File: src/hdl/ctp_regs.svh
// register map, reset values and timing constants of the trigger/timebase block
`ifndef CTP_REGS_SVH
`define CTP_REGS_SVH
`define CTP_ADR_CTRL 8'h00
`define CTP_ADR_PER0 8'h04
`define CTP_ADR_WID0 8'h08
`define CTP_ADR_PER1 8'h0C
`define CTP_ADR_WID1 8'h10
`define CTP_ADR_TIME 8'h14
`define CTP_ADR_STAMP 8'h18
`define CTP_ADR_CAM 8'h1C
`define CTP_ADR_STAT 8'h20
`define CTP_CTRL_W 3
`define CTP_CTRL_TRIG0 0
`define CTP_CTRL_TRIG1 1
`define CTP_CTRL_PPS 2
`define CTP_RST_CTRL 3'h0
`define CTP_RST_PER 32'h0000_9C40
`define CTP_RST_WID 32'h0000_0FA0
`define CTP_STAT_PEND 0
`define CTP_NTRIG 2
`define CTP_US_NS 1000
`define CTP_CLK_NS 25
`endif

File: src/hdl/ctp_pkg.sv
// shared types of the trigger/timebase block
package ctp_pkg;
  typedef logic [31:0] ctp_word_t;
  typedef logic [7:0] ctp_adr_t;
  typedef logic [3:0] ctp_sel_t;
endpackage

File: src/hdl/ctp_sync2.sv
// two-flop synchroniser for pins from outside the ref_clk domain
`timescale 1ns/1ps
module ctp_sync2 #(
  parameter int W = 1
) (
  input wire logic ref_clk,
  input wire logic srst,
  input wire logic [W-1:0] d,
  output logic [W-1:0] q
);
  logic [W-1:0] meta_q;

  // first stage feeds only the second stage
  always_ff @(posedge ref_clk) begin
    if (srst) begin
      meta_q <= '0;
      q <= '0;
    end else begin
      meta_q <= d;
      q <= meta_q;
    end
  end
endmodule

File: src/hdl/ctp_trig_gen.sv
// one periodic trigger pulse generator, width and period in ref_clk cycles
`timescale 1ns/1ps
module ctp_trig_gen (
  input wire logic ref_clk,
  input wire logic srst,
  input wire logic en,
  input wire ctp_pkg::ctp_word_t period,
  input wire ctp_pkg::ctp_word_t width,
  output logic trig_q,
  output logic rise_q
);
  import ctp_pkg::*;
  ctp_word_t cnt_q, cnt_d, wid;
  logic trig_d, rise_d;

  // phase counter; parked at the last phase so enable starts a pulse at once
  always_comb begin
    wid = (width >= period) ? period - 32'h1 : width; // RULE11
    cnt_d = period - 32'h1;
    trig_d = 1'b0;
    if (en && period != '0) begin
      cnt_d = (cnt_q >= period - 32'h1) ? '0 : cnt_q + 32'h1; // RULE11
      trig_d = cnt_d < wid; // RULE3
    end
    rise_d = trig_d & ~trig_q;
  end

  always_ff @(posedge ref_clk) begin
    if (srst) begin
      cnt_q <= '0;
      trig_q <= 1'b0; // RULE2
      rise_q <= 1'b0;
    end else begin
      cnt_q <= cnt_d;
      trig_q <= trig_d; // RULE2
      rise_q <= rise_d;
    end
  end

  // checking helpers: high length, rise spacing, config stability
  ctp_word_t hi_q, gap_q, per_h_q, wid_h_q;
  logic ok_q, chg;
  assign chg = (period != per_h_q) || (width != wid_h_q);
  always_ff @(posedge ref_clk) begin
    if (srst) begin
      hi_q <= '0;
      gap_q <= '0;
      ok_q <= 1'b0;
      per_h_q <= '0;
      wid_h_q <= '0;
    end else begin
      hi_q <= trig_q ? hi_q + 32'h1 : '0;
      gap_q <= rise_q ? 32'h1 : gap_q + 32'h1;
      ok_q <= (!en || chg) ? 1'b0 : (rise_q ? 1'b1 : ok_q);
      per_h_q <= period;
      wid_h_q <= width;
    end
  end
endmodule

File: src/hdl/ctp_top.sv
// camera trigger generator and microsecond timebase with pps clear, wishbone slave
`timescale 1ns/1ps
`include "ctp_regs.svh"
//Contract
// RULE1 - The block drives up to two independent camera trigger outputs.
// RULE2 - A trigger output is high while active and low otherwise.
// RULE3 - Pulse width and repetition frequency come from software settings.
// RULE4 - Cameras should start exposure on the rising edge of the trigger.
// RULE5 - A newly attached camera is put in external trigger mode on the lowest free line.
// RULE6 - With pps sync enabled, each rising pps edge clears the time counter to 0.
// RULE7 - The pps source gives one rising edge per second.
// RULE8 - The time counter counts microseconds and stamps each output image set.
// RULE9 - Without sync the counter starts at zero after reset and runs freely.
// RULE10 - A clear between trigger and output makes that image's stamp negative.
// RULE11 - Pulses repeat at the set period and the width is kept below it.
module ctp_top #(
  parameter int NCAM = 2
) (
  input wire logic ref_clk,
  input wire logic srst,
  input wire logic wb_cyc,
  input wire logic wb_stb,
  input wire logic wb_we,
  input wire ctp_pkg::ctp_adr_t wb_adr,
  input wire ctp_pkg::ctp_sel_t wb_sel,
  input wire ctp_pkg::ctp_word_t wb_dat_w,
  output ctp_pkg::ctp_word_t wb_dat_r,
  output logic wb_ack,
  input wire logic pps_pin,
  input wire logic [NCAM-1:0] cam_attach,
  input wire logic img_done,
  output logic [`CTP_NTRIG-1:0] trig_out,
  output logic [NCAM-1:0] cam_ext_trig,
  output logic [NCAM-1:0] cam_line,
  output ctp_pkg::ctp_word_t time_us,
  output ctp_pkg::ctp_word_t img_stamp,
  output logic img_stamp_vld
);
  import ctp_pkg::*;

  localparam int US_CYC = `CTP_US_NS / `CTP_CLK_NS;
  localparam int PW = $clog2(US_CYC);
  localparam logic [PW-1:0] PRE_LAST = PW'(US_CYC - 1);

  // byte-lane merge for wishbone writes
  function automatic ctp_word_t wmerge(ctp_word_t old, ctp_word_t nw, ctp_sel_t sel);
    ctp_word_t r;
    r = old;
    for (int b = 0; b < 4; b++) begin
      if (sel[b]) begin
        r[8*b +: 8] = nw[8*b +: 8];
      end
    end
    return r;
  endfunction

  // ---- external pins through synchronisers
  logic pps_s, pps_prev_q, pps_rise, clr;
  logic [NCAM-1:0] cam_s;

  ctp_sync2 #(.W(1)) u_pps_sync (
    .ref_clk(ref_clk),
    .srst(srst),
    .d(pps_pin),
    .q(pps_s)
  );

  ctp_sync2 #(.W(NCAM)) u_cam_sync (
    .ref_clk(ref_clk),
    .srst(srst),
    .d(cam_attach),
    .q(cam_s)
  );

  // edge seen on the synchronised level only
  always_ff @(posedge ref_clk) begin
    if (srst) begin
      pps_prev_q <= 1'b0;
    end else begin
      pps_prev_q <= pps_s;
    end
  end

  assign pps_rise = pps_s & ~pps_prev_q;

  // ---- register file and bus slave
  logic ack_q, ack_d, acc, wr;
  ctp_word_t rdat_q, rdat_d, tmp;
  logic [`CTP_CTRL_W-1:0] ctrl_q, ctrl_d;
  ctp_word_t per_q [`CTP_NTRIG];
  ctp_word_t per_d [`CTP_NTRIG];
  ctp_word_t wid_q [`CTP_NTRIG];
  ctp_word_t wid_d [`CTP_NTRIG];
  ctp_word_t time_q, time_d, stamp_q, stamp_d;
  logic [NCAM-1:0] cam_on_q, cam_line_q;
  logic pend_q;

  // single-wait-state slave: ack one cycle after the strobe, write at the ack edge
  always_comb begin
    acc = wb_cyc & wb_stb;
    ack_d = acc & ~ack_q;
    wr = acc & wb_we & ack_q;
    rdat_d = rdat_q;
    ctrl_d = ctrl_q;
    per_d = per_q;
    wid_d = wid_q;
    tmp = '0;
    if (ack_d) begin
      case (wb_adr)
        `CTP_ADR_CTRL: rdat_d = 32'(ctrl_q);
        `CTP_ADR_PER0: rdat_d = per_q[0];
        `CTP_ADR_WID0: rdat_d = wid_q[0];
        `CTP_ADR_PER1: rdat_d = per_q[1];
        `CTP_ADR_WID1: rdat_d = wid_q[1];
        `CTP_ADR_TIME: rdat_d = time_q;
        `CTP_ADR_STAMP: rdat_d = stamp_q;
        `CTP_ADR_CAM: rdat_d = 32'({cam_line_q, cam_on_q});
        `CTP_ADR_STAT: rdat_d = 32'(pend_q);
        default: rdat_d = '0; // unmapped reads zero, still acked
      endcase
    end
    if (wr) begin
      case (wb_adr)
        `CTP_ADR_CTRL: begin
          tmp = wmerge(32'(ctrl_q), wb_dat_w, wb_sel);
          ctrl_d = tmp[`CTP_CTRL_W-1:0];
        end
        `CTP_ADR_PER0: per_d[0] = wmerge(per_q[0], wb_dat_w, wb_sel); // RULE3
        `CTP_ADR_WID0: wid_d[0] = wmerge(wid_q[0], wb_dat_w, wb_sel); // RULE3
        `CTP_ADR_PER1: per_d[1] = wmerge(per_q[1], wb_dat_w, wb_sel); // RULE3
        `CTP_ADR_WID1: wid_d[1] = wmerge(wid_q[1], wb_dat_w, wb_sel); // RULE3
        default: tmp = '0; // read-only and unmapped writes dropped
      endcase
    end
  end

  always_ff @(posedge ref_clk) begin
    if (srst) begin
      ack_q <= 1'b0;
      rdat_q <= '0;
      ctrl_q <= `CTP_RST_CTRL;
      for (int t = 0; t < `CTP_NTRIG; t++) begin
        per_q[t] <= `CTP_RST_PER;
        wid_q[t] <= `CTP_RST_WID;
      end
    end else begin
      ack_q <= ack_d;
      rdat_q <= rdat_d;
      ctrl_q <= ctrl_d;
      per_q <= per_d;
      wid_q <= wid_d;
    end
  end

  assign wb_ack = ack_q;
  assign wb_dat_r = rdat_q;

  // ---- trigger generators, one per line
  logic [`CTP_NTRIG-1:0] trig_rise;

  for (genvar g = 0; g < `CTP_NTRIG; g++) begin : g_trig
    ctp_trig_gen u_gen (
      .ref_clk(ref_clk),
      .srst(srst),
      .en(ctrl_q[g]), // RULE1
      .period(per_q[g]),
      .width(wid_q[g]),
      .trig_q(trig_out[g]), // RULE2
      .rise_q(trig_rise[g])
    );
  end

  // ---- microsecond timebase
  logic [PW-1:0] pre_q, pre_d;

  // prescaler and counter restart together so the first microsecond is whole
  always_comb begin
    clr = pps_rise & ctrl_q[`CTP_CTRL_PPS];
    pre_d = pre_q + 1'b1;
    time_d = time_q;
    if (clr) begin
      pre_d = '0; // RULE6
      time_d = '0; // RULE6
    end else if (pre_q == PRE_LAST) begin
      pre_d = '0;
      time_d = time_q + 32'h1; // RULE8 RULE9
    end
  end

  always_ff @(posedge ref_clk) begin
    if (srst) begin
      pre_q <= '0;
      time_q <= '0; // RULE9
    end else begin
      pre_q <= pre_d;
      time_q <= time_d;
    end
  end

  assign time_us = time_q;

  // ---- image timestamp: latched at trigger, rebased on clear, issued on done
  logic pend_d, ivld_q, ivld_d;
  ctp_word_t istamp_q, istamp_d;
  logic any_rise;

  // a clear shifts a pending stamp by the elapsed time, giving a negative value
  always_comb begin
    any_rise = |trig_rise;
    stamp_d = stamp_q;
    pend_d = pend_q;
    istamp_d = istamp_q;
    ivld_d = 1'b0;
    if (clr && pend_q) begin
      stamp_d = stamp_q - time_q; // RULE10
    end
    if (any_rise) begin
      stamp_d = clr ? '0 : time_q; // RULE8
      pend_d = 1'b1;
    end
    if (img_done) begin
      istamp_d = stamp_q; // RULE8
      ivld_d = 1'b1;
      pend_d = any_rise; // a new trigger in the same cycle stays pending
    end
  end

  always_ff @(posedge ref_clk) begin
    if (srst) begin
      stamp_q <= '0;
      pend_q <= 1'b0;
      istamp_q <= '0;
      ivld_q <= 1'b0;
    end else begin
      stamp_q <= stamp_d;
      pend_q <= pend_d;
      istamp_q <= istamp_d;
      ivld_q <= ivld_d;
    end
  end

  assign img_stamp = istamp_q;
  assign img_stamp_vld = ivld_q;

  // ---- camera attach: external trigger mode on the lowest free line
  logic [NCAM-1:0] cam_on_d, cam_line_d;
  logic [`CTP_NTRIG-1:0] used;

  // level based so a camera left without a line retries once one frees up
  always_comb begin
    used = '0;
    cam_on_d = cam_on_q & cam_s;
    cam_line_d = cam_line_q;
    for (int i = 0; i < NCAM; i++) begin
      if (cam_on_d[i]) begin
        used[cam_line_q[i]] = 1'b1;
      end
    end
    for (int i = 0; i < NCAM; i++) begin
      if (cam_s[i] && !cam_on_q[i]) begin
        if (!used[0]) begin
          cam_on_d[i] = 1'b1; // RULE5
          cam_line_d[i] = 1'b0; // RULE5
          used[0] = 1'b1;
        end else if (!used[1]) begin
          cam_on_d[i] = 1'b1;
          cam_line_d[i] = 1'b1; // RULE5
          used[1] = 1'b1;
        end
      end
    end
  end

  always_ff @(posedge ref_clk) begin
    if (srst) begin
      cam_on_q <= '0;
      cam_line_q <= '0;
    end else begin
      cam_on_q <= cam_on_d;
      cam_line_q <= cam_line_d;
    end
  end

  assign cam_ext_trig = cam_on_q;
  assign cam_line = cam_line_q;
endmodule

File: config.mk
export PLATFORM = sky130hd
export DESIGN_NAME = ctp_top
export DESIGN_NICKNAME = d
export VERILOG_FILES = /design/src/hdl/ctp_pkg.sv /design/src/hdl/ctp_sync2.sv /design/src/hdl/ctp_trig_gen.sv /design/src/hdl/ctp_top.sv
export VERILOG_INCLUDE_DIRS = /design/src /design/src/hdl
export SDC_FILE = /design/constraint.sdc
export NUM_CORES = 1
export LEC_CHECK = 0
export ABC_AREA = 1
export CORE_ASPECT_RATIO = 2
export CORE_UTILIZATION = 45
export CTS_BUF_LIST = sky130_fd_sc_hd__clkbuf_4 sky130_fd_sc_hd__clkbuf_8
export CTS_CLUSTER_DIAMETER = 30
export DETAILED_ROUTE_END_ITERATION = 6
export DONT_BUFFER_PORTS = 1
export PLACE_DENSITY_LB_ADDON = 0.2
export SLEW_MARGIN = 10
export SYNTH_ARGS = -nofsm -noshare
export SYNTH_HDL_FRONTEND = slang
export SYNTH_SLANG_ARGS = --single-unit
File: constraint.sdc
create_clock -name ref_clk -period 15.2 [get_ports ref_clk]
set_clock_uncertainty 0.2 [all_clocks]
set_input_delay 0.76 -clock ref_clk [delete_from_list [all_inputs] [get_ports ref_clk]]
set_output_delay 0.76 -clock ref_clk [all_outputs]
set_load 0.01 [all_outputs]
==> metrics.md, run 1 <==
| Metric | Value |
|---|---|
| Post-CTS Hold Buffers | `11` |
| Peak VDD IR | `0.07617 mV` |
| Peak Freq | `156.5 MHz` |
| Reg2reg start | `per_q[0]` |
| Crit path max-delay cell type | `a2111oi_0` |
| Routability Congestion | `1.049` |
| Dpl hpwl | `74.01 mm` |
| Port Buf Inserts | `0` |
| Drt first pass iters | `6` |
| Reg2reg setup slack | `8.81 ns` |
| Setup TNS | `0 ns` |
| Setup bufs post-CTS | `0` |
| Cts repair resizes | `0` |
| CP most frequent cell | `nor2_1` |
| Worst-margin pin slew | `1.142 ns` |
| Num CTS Buffers | `71` |
| Fraction of layout cells with a size suffix above 1 | `6.709%` |
| Via density | `5.867` |
| Commonest non-fill, non-tap cells in the layout | `636 x nand2_1, 393 x inv_1, 367 x nor2_1` |
| Buf/Inv on CP | `2` |
| DRC viols | `0` |
| Slew Viols, Final | `0` |
| Post-Syn Instances | `3419` |
| Max capacitance violation total | `0` |
| CTS max path bufs | `3` |
| Core area | `51670 sq um` |
| Via count | `24185` |
| Fin crit share | `42.05%` |
| Crit. End Element | `flop` |
| #FFs+latches synth | `347` |
| Critical path's top delay family | `simple AND/OR/NAND/NOR gates` |
| Clock slew at reported path FFs | `0.07 ns` |
| Mapped Area | `23460 sq um` |
| Synth async-reset ratio | `0%` |
| Wirelength, routed | `95.28 mm` |
| Critical path data arrival time | `6.77 ns` |
| Synth Area per Inst | `6.861 sq um` |
| Run status | `complete, no violations` |
| Largest net degree at the start of global routing | `130` |
| WL/cell | `23.11 microns` |
| Net count after synthesis | `3700` |
| Stages on worst setup path | `27` |
| Global-route wire length before repair | `141.6 mm` |
| Most common flop cell mapped by yosys | `dfxtp_1` |
| Vias in the first global route | `24398` |
| Last element of the critical path | `g_trig[1].u_gen.rise_q` |
| Worst skew pair latency | `0.67 ns` |
| CTS tree | `yes` |
| Die width | `163.4 microns` |
| Post-synth EDFFs | `0` |
| GRT Overall Usage | `35.85%` |
| Period minus WS final | `6.391 ns` |
| Antenna violations before repair | `4` |
| Clock root buffer | `clkbuf_8` |
| Io pins | `157` |
| Worst EP required | `15.58 ns` |
| Worst reg2reg path depth | `27` |
| Worst hold path type | `primary input to flop` |
| Post-synthesis cell type count | `60` |
| RSZ-0062 raised after global routing | `false` |
| Starting Density | `45.39%` |
| CTS H-tree depth | `3` |
| CP Launch Type | `flop` |
| Gr ovfl total | `0` |
| Die area | `53100 sq um` |
| Clock Sink Count | `347` |
| Final setup violation count | `0` |
| Antenna-violating nets left | `0` |
| Final core utilization | `49.84%` |
| Final net count | `3682` |
| Max-slew headroom | `23.56%` |
| Final Hold Vio Count | `0` |
| Most common cell after layout, fill and taps aside | `nand2_1` |
| Leak Pwr | `0.01108 uW` |
| Warnings, synthesis | `0` |
| Row cnt | `118` |
| Seq/Total Area, Yosys | `29.61%` |
| Reg-to-Reg End | `g_trig[1].u_gen.rise_q` |
| Top fanout value on the critical path | `17` |
| Worst Setup Path Type | `flop to flop` |
| Die H | `324.9 microns` |
| Initial DRC Count | `1572` |
| Crit path from | `per_q[0]` |
| Critical path's largest stage delay | `0.45 ns` |
| Area Overhead vs Synth | `9.799%` |
| Power Density | `83.32 nW/um^2` |
==> power by group <==
part / internal, uW / switching, uW / total [uW]
clock network: 661 / 483 / 1140
logic: 21.6 / 49.6 / 71.2
registers: 919 / 11.2 / 930
total: 1600 / 544 / 2150
==> flip-flops by register name, summed over array words and instances, names as in the netlist <==
register             cells
per_q                   64
u_pps_sync.meta_q        1
u_cam_sync.meta_q        2
img_stamp               32
pps_prev_q               1
g_trig.u_gen.rise_q      2
u_cam_sync.q             2
u_pps_sync.q             1
pre_q                    6
wb_ack                   1
time_us                 32
pend_q                   1
g_trig.u_gen.trig_q      2
wb_dat_r                32
ctrl_q                   3
g_trig.u_gen.cnt_q      64
wid_q                   64
cam_line                 2
img_stamp_vld            1
cam_ext_trig             2
stamp_q                 32
==> worst min-delay path by stage <==
stage	slack [ns]	cells after the start	from	endpoint
after floorplan	0.19	2	u_cam_sync.meta_q[0]	u_cam_sync.q[0]
after global placement	0.19	2	u_cam_sync.meta_q[1]	u_cam_sync.q[1]
after detailed placement	0.20	2	u_cam_sync.meta_q[1]	u_cam_sync.q[1]
after CTS	0.0009	2	wb_dat_w[10]	wid_q[42]
after global routing	0.03	2	wb_dat_w[15]	per_q[15]
final	0.03	2	wb_dat_w[9]	wid_q[41]
==> per-layer routing <==
metal	global-route usage [%]	part of all wire, %
met5	0	0.014
met4	32.28	9.8
met3	6.911	6.3
met2	65.19	51
met1	32.97	33
==> final cells by class <==
type,count,area (sq um)
Tap cell,660,825.8
Multi-Input combinational cell,2542,14530
Sequential cell,347,6947
Fill cell,5287,25920
Inverter,413,1555
Antenna cell,4,10.01
Clock buffer,96,1240
Timing Repair Buffer,26,240.2
Clock inverter,34,407.9
==> logic make-up (layout without fill, tap and decap cells) <==
| group | count (synthesis) | count (layout) | synth area share [%] |
|---|---|---|---|
| AOI/OAI and AO/OA | 908 | 908 | 21.50 |
| xor gates and xnor gates | 93 | 93 | 3.472 |
| adders and majority gates | 228 | 228 | 12.19 |
| buffers and inverters | 530 | 569 | 8.550 |
| DFF | 347 | 347 | 29.61 |
| other | 0 | 4 | 0 |
| and+or+nand+nor | 1313 | 1313 | 24.67 |
==> through the flow <==
step                power, uW  std cells  area (sq um)  hold WS (ns)  setup WS [ns]
finish                   2146       4122         25760       0.02740          8.809
global route             2206       4119         25750       0.02552          8.127
CTS                      2158       4118         25750     0.0008605          8.883
detailed placement       1013       3977         23970        0.1955          8.933
global placement         1011       3977         23970        0.1904          9.052
floorplan               995.4       3419         23460        0.1883          10.39
==> worst reg2reg max path, delay by kind of cell, from the launching register on <==
kind                     cells  cell delay [ns]
AO/OA/AOI/OAI                9             1.91
XOR/XNOR                     1             0.26
adder cells (fa/ha/maj)      3             0.81
buffers and inverters        2             0.59
flip-flops                   1             0.32
AND/OR/NAND/NOR             12             2.24
==> cell usage after synthesis, drive strengths merged (5+ instances only) <==
master / instances / share of area (%)
a211oi: 19 / 0.61
a21boi: 5 / 0.16
a21oi: 361 / 7.7
a221oi: 11 / 0.41
a31oi: 40 / 1.1
buf: 10 / 0.23
clkbuf: 107 / 1.7
clkinv: 6 / 0.096
dfxtp: 347 / 30
ha: 227 / 12
inv: 407 / 6.5
nand2: 643 / 10
nand3: 95 / 2.2
nand4: 56 / 1.6
nor2: 392 / 6.7
nor3: 81 / 1.9
nor3b: 7 / 0.22
nor4: 28 / 1.3
o2111ai: 13 / 0.49
o211ai: 25 / 0.80
o21a: 31 / 0.99
o21ai: 334 / 7.1
o221ai: 5 / 0.19
o22ai: 35 / 0.93
o31ai: 17 / 0.54
xnor2: 20 / 0.75
xor2: 73 / 2.7
Power figures use the tool's default switching activity.
==> run 2, diff against run 1 <==
clock period = 6.65 ns   (was 15.2 ns; I/O delays follow)
==> run 2 against run 1 <==
The flow now finishes with violations (capacitance limit, slew limit). Utilization increased by 0.72 points. Maximum frequency increased by 6.1%. Critical path depth increased by 6. Sequential power increased by 130%. Worst hold slack improved by 0.029 ns. Combinational power increased to 2.9 times the previous value. Sequential share of layout area decreased by 0.38 points. Power increased by 130%. Setup slack got worse by 8.2 ns. Via count increased by 0.63%. Final cell count increased by 0.73%. Die area unchanged.
==> metrics.md, run 2 (synthesized netlist as in run 1, its figures left out) <==
| Metric | Value |
|---|---|
| Crit path max-delay cell type | `or3_1` |
| Setup TNS | `0 ns` |
| Run status | `finished, violations left` |
| Power Density | `187.3 nW/um^2` |
| Worst Setup Path Type | `flop to flop` |
| DRC viols | `0` |
| Combinational power share | `4.3%` |
| Register area | `6947 sq um` |
| Fill cells | `5310` |
| Register share of total power | `43.4%` |
| Max-slew headroom | `-1.826%` |
| CTS H-tree depth | `2` |
| Top Registers | `g_trig.u_gen.cnt_q: 64 flops, per_q: 64 flops, wid_q: 64 flops` |
| Clock Sink Count | `347` |
| Period minus WS final | `6.026 ns` |
| Slew Viols, Final | `3` |
| Critical path data arrival time | `6.44 ns` |
| Crit. End Element | `flop` |
| Global-route wire length before repair | `142.2 mm` |
| Multi-input gate area in the final layout | `14540 sq um` |
| RSZ-0062 raised after global routing | `false` |
| Die area | `53100 sq um` |
| Worst hold path type | `primary input to flop` |
| Routability Congestion | `0.9852` |
| CP most frequent cell | `nand2_1` |
| Failing checks | `capacitance limit, slew limit` |
| Wirelength, routed | `96.16 mm` |
| Clock root buffer | `clkbuf_8` |
| Vias in the first global route | `24244` |
| Switching share of power | `24.67%` |
| Port Buf Inserts | `0` |
| Sw Pwr | `1208 uW` |
| CP Launch Type | `flop` |
| Starting Density | `45.39%` |
| Clock slew at reported path FFs | `0.07 ns` |
| Leak Pwr | `0.01125 uW` |
| Gr ovfl total | `0` |
| Worst skew pair latency | `0.69 ns` |
| Worst-margin pin slew | `1.513 ns` |
| Dpl hpwl | `75.76 mm` |
| Die width | `163.4 microns` |
| Final net count | `3717` |
| Most common cell after layout, fill and taps aside | `nand2_1` |
| WL/cell | `23.16 microns` |
| Critical path's largest stage delay | `0.41 ns` |
| Hold WS | `0.05614 ns` |
| Clock power share | `52.3%` |
| Area Overhead vs Synth | `11.38%` |
| Io pins | `157` |
| Max capacitance violation total | `1` |
| Drt first pass iters | `5` |
| Largest net degree at the start of global routing | `143` |
| Peak VDD IR | `0.2451 mV` |
| Top fanout value on the critical path | `10` |
| Final setup violation count | `0` |
| Row cnt | `118` |
| Die H | `324.9 microns` |
| Core area | `51670 sq um` |
| CTS tree | `yes` |
| Commonest non-fill, non-tap cells in the layout | `636 x nand2_1, 393 x inv_1, 367 x nor2_1` |
| Via density | `5.862` |
| Num CTS Buffers | `61` |
| Antenna-violating nets left | `0` |
| Peak Freq | `165.9 MHz` |
| Fraction of layout cells with a size suffix above 1 | `6.512%` |
| Via count | `24337` |
| Setup bufs post-CTS | `0` |
| Fin crit share | `90.62%` |
| CTS max path bufs | `3` |
| Initial DRC Count | `1655` |
| Worst EP required | `7.06 ns` |
| Final Hold Vio Count | `0` |
| Antenna violations before repair | `7` |
| Int Power | `3687 uW` |
| GRT Overall Usage | `35.92%` |
==> run 2: cell count changes in the layout (fill, tap and decap cells not counted), sizes merged <==
cell         before  now
bufinv            7   13
dlygate4sd3      10   44
inv             412  410
clkinvlp         10    8
clkbuf           96   77
buf              16   27
diode             4    6
==> run 2: area by class of cell <==
class | count | area share (%)
multi-input cells | 2542 | 55.64
flip-flops and latches | 347 | 26.59
inverters | 413 | 5.952
clock buffers | 77 | 3.865
well taps | 660 | 3.161
repair buffers | 71 | 2.586
clock inverters | 36 | 2.155
diodes | 6 | 0.05747
==> run 2: final timing paths <==
path	start	to	slack, ns	depth (start not counted)
worst max-delay path	per_q[32]	g_trig[0].u_gen.rise_q	0.62	33
worst min-delay path	img_done	img_stamp_vld	0.06	2
worst max register to register	per_q[32]	g_trig[0].u_gen.rise_q	0.62	33
worst min register to register	u_cam_sync.meta_q[1]	u_cam_sync.q[1]	0.21	2
==> run 2: layer usage <==
layer,track usage (%),share of wire (%),wire length [microns],vias to the layer above
li1,-,-,-,11633
met1,33.57,34,32240,11427
met2,65.61,51,49130,900
met3,5.623,5.0,4788,373
met4,32.41,10,9976,4
met5,0,0.023,22,-
==> run 2: worst max-delay path, delay by kind of cell, from the launching register on <==
kind	cells	cell delay, ns
buf+inv	4	0.61
compound gates	4	0.87
flops	1	0.33
fa+ha+maj	3	0.72
simple gates	21	2.98
xor+xnor	1	0.27
==> run 2: power by group through the flow <==
stage	Combinational (uW)	Clock, uW	Sequential [uW]
2_1_floorplan	112	0	2160
3_3_place_gp	141	0	2170
3_5_place_dp	145	0	2170
4_1_cts	206	2580	2120
5_1_grt	226	2670	2130
6_report	210	2560	2130
==> run 2: metrics by stage <==
step           worst slack, ns  util [%]  area [sq um]  cells  power, uW
2_1_floorplan            1.840         -         23460   3419       2275
3_3_place_gp            0.6168     46.53         24050   3987       2312
3_5_place_dp            0.5041     46.53         24050   3987       2316
4_1_cts                 0.4716     50.52         26110   4146       4914
5_1_grt                 0.1289     50.56         26130   4151       5024
6_report                0.6238     50.56         26130   4152       4895
==> run 2: repair_timing <==
action | 4_1_cts | 5_1_grt
gates resized for setup | 0 | 2
hold buffers | 46 | 0
setup endpoints to repair | 0 | 2
endpoints found under the hold margin | 267 | 0
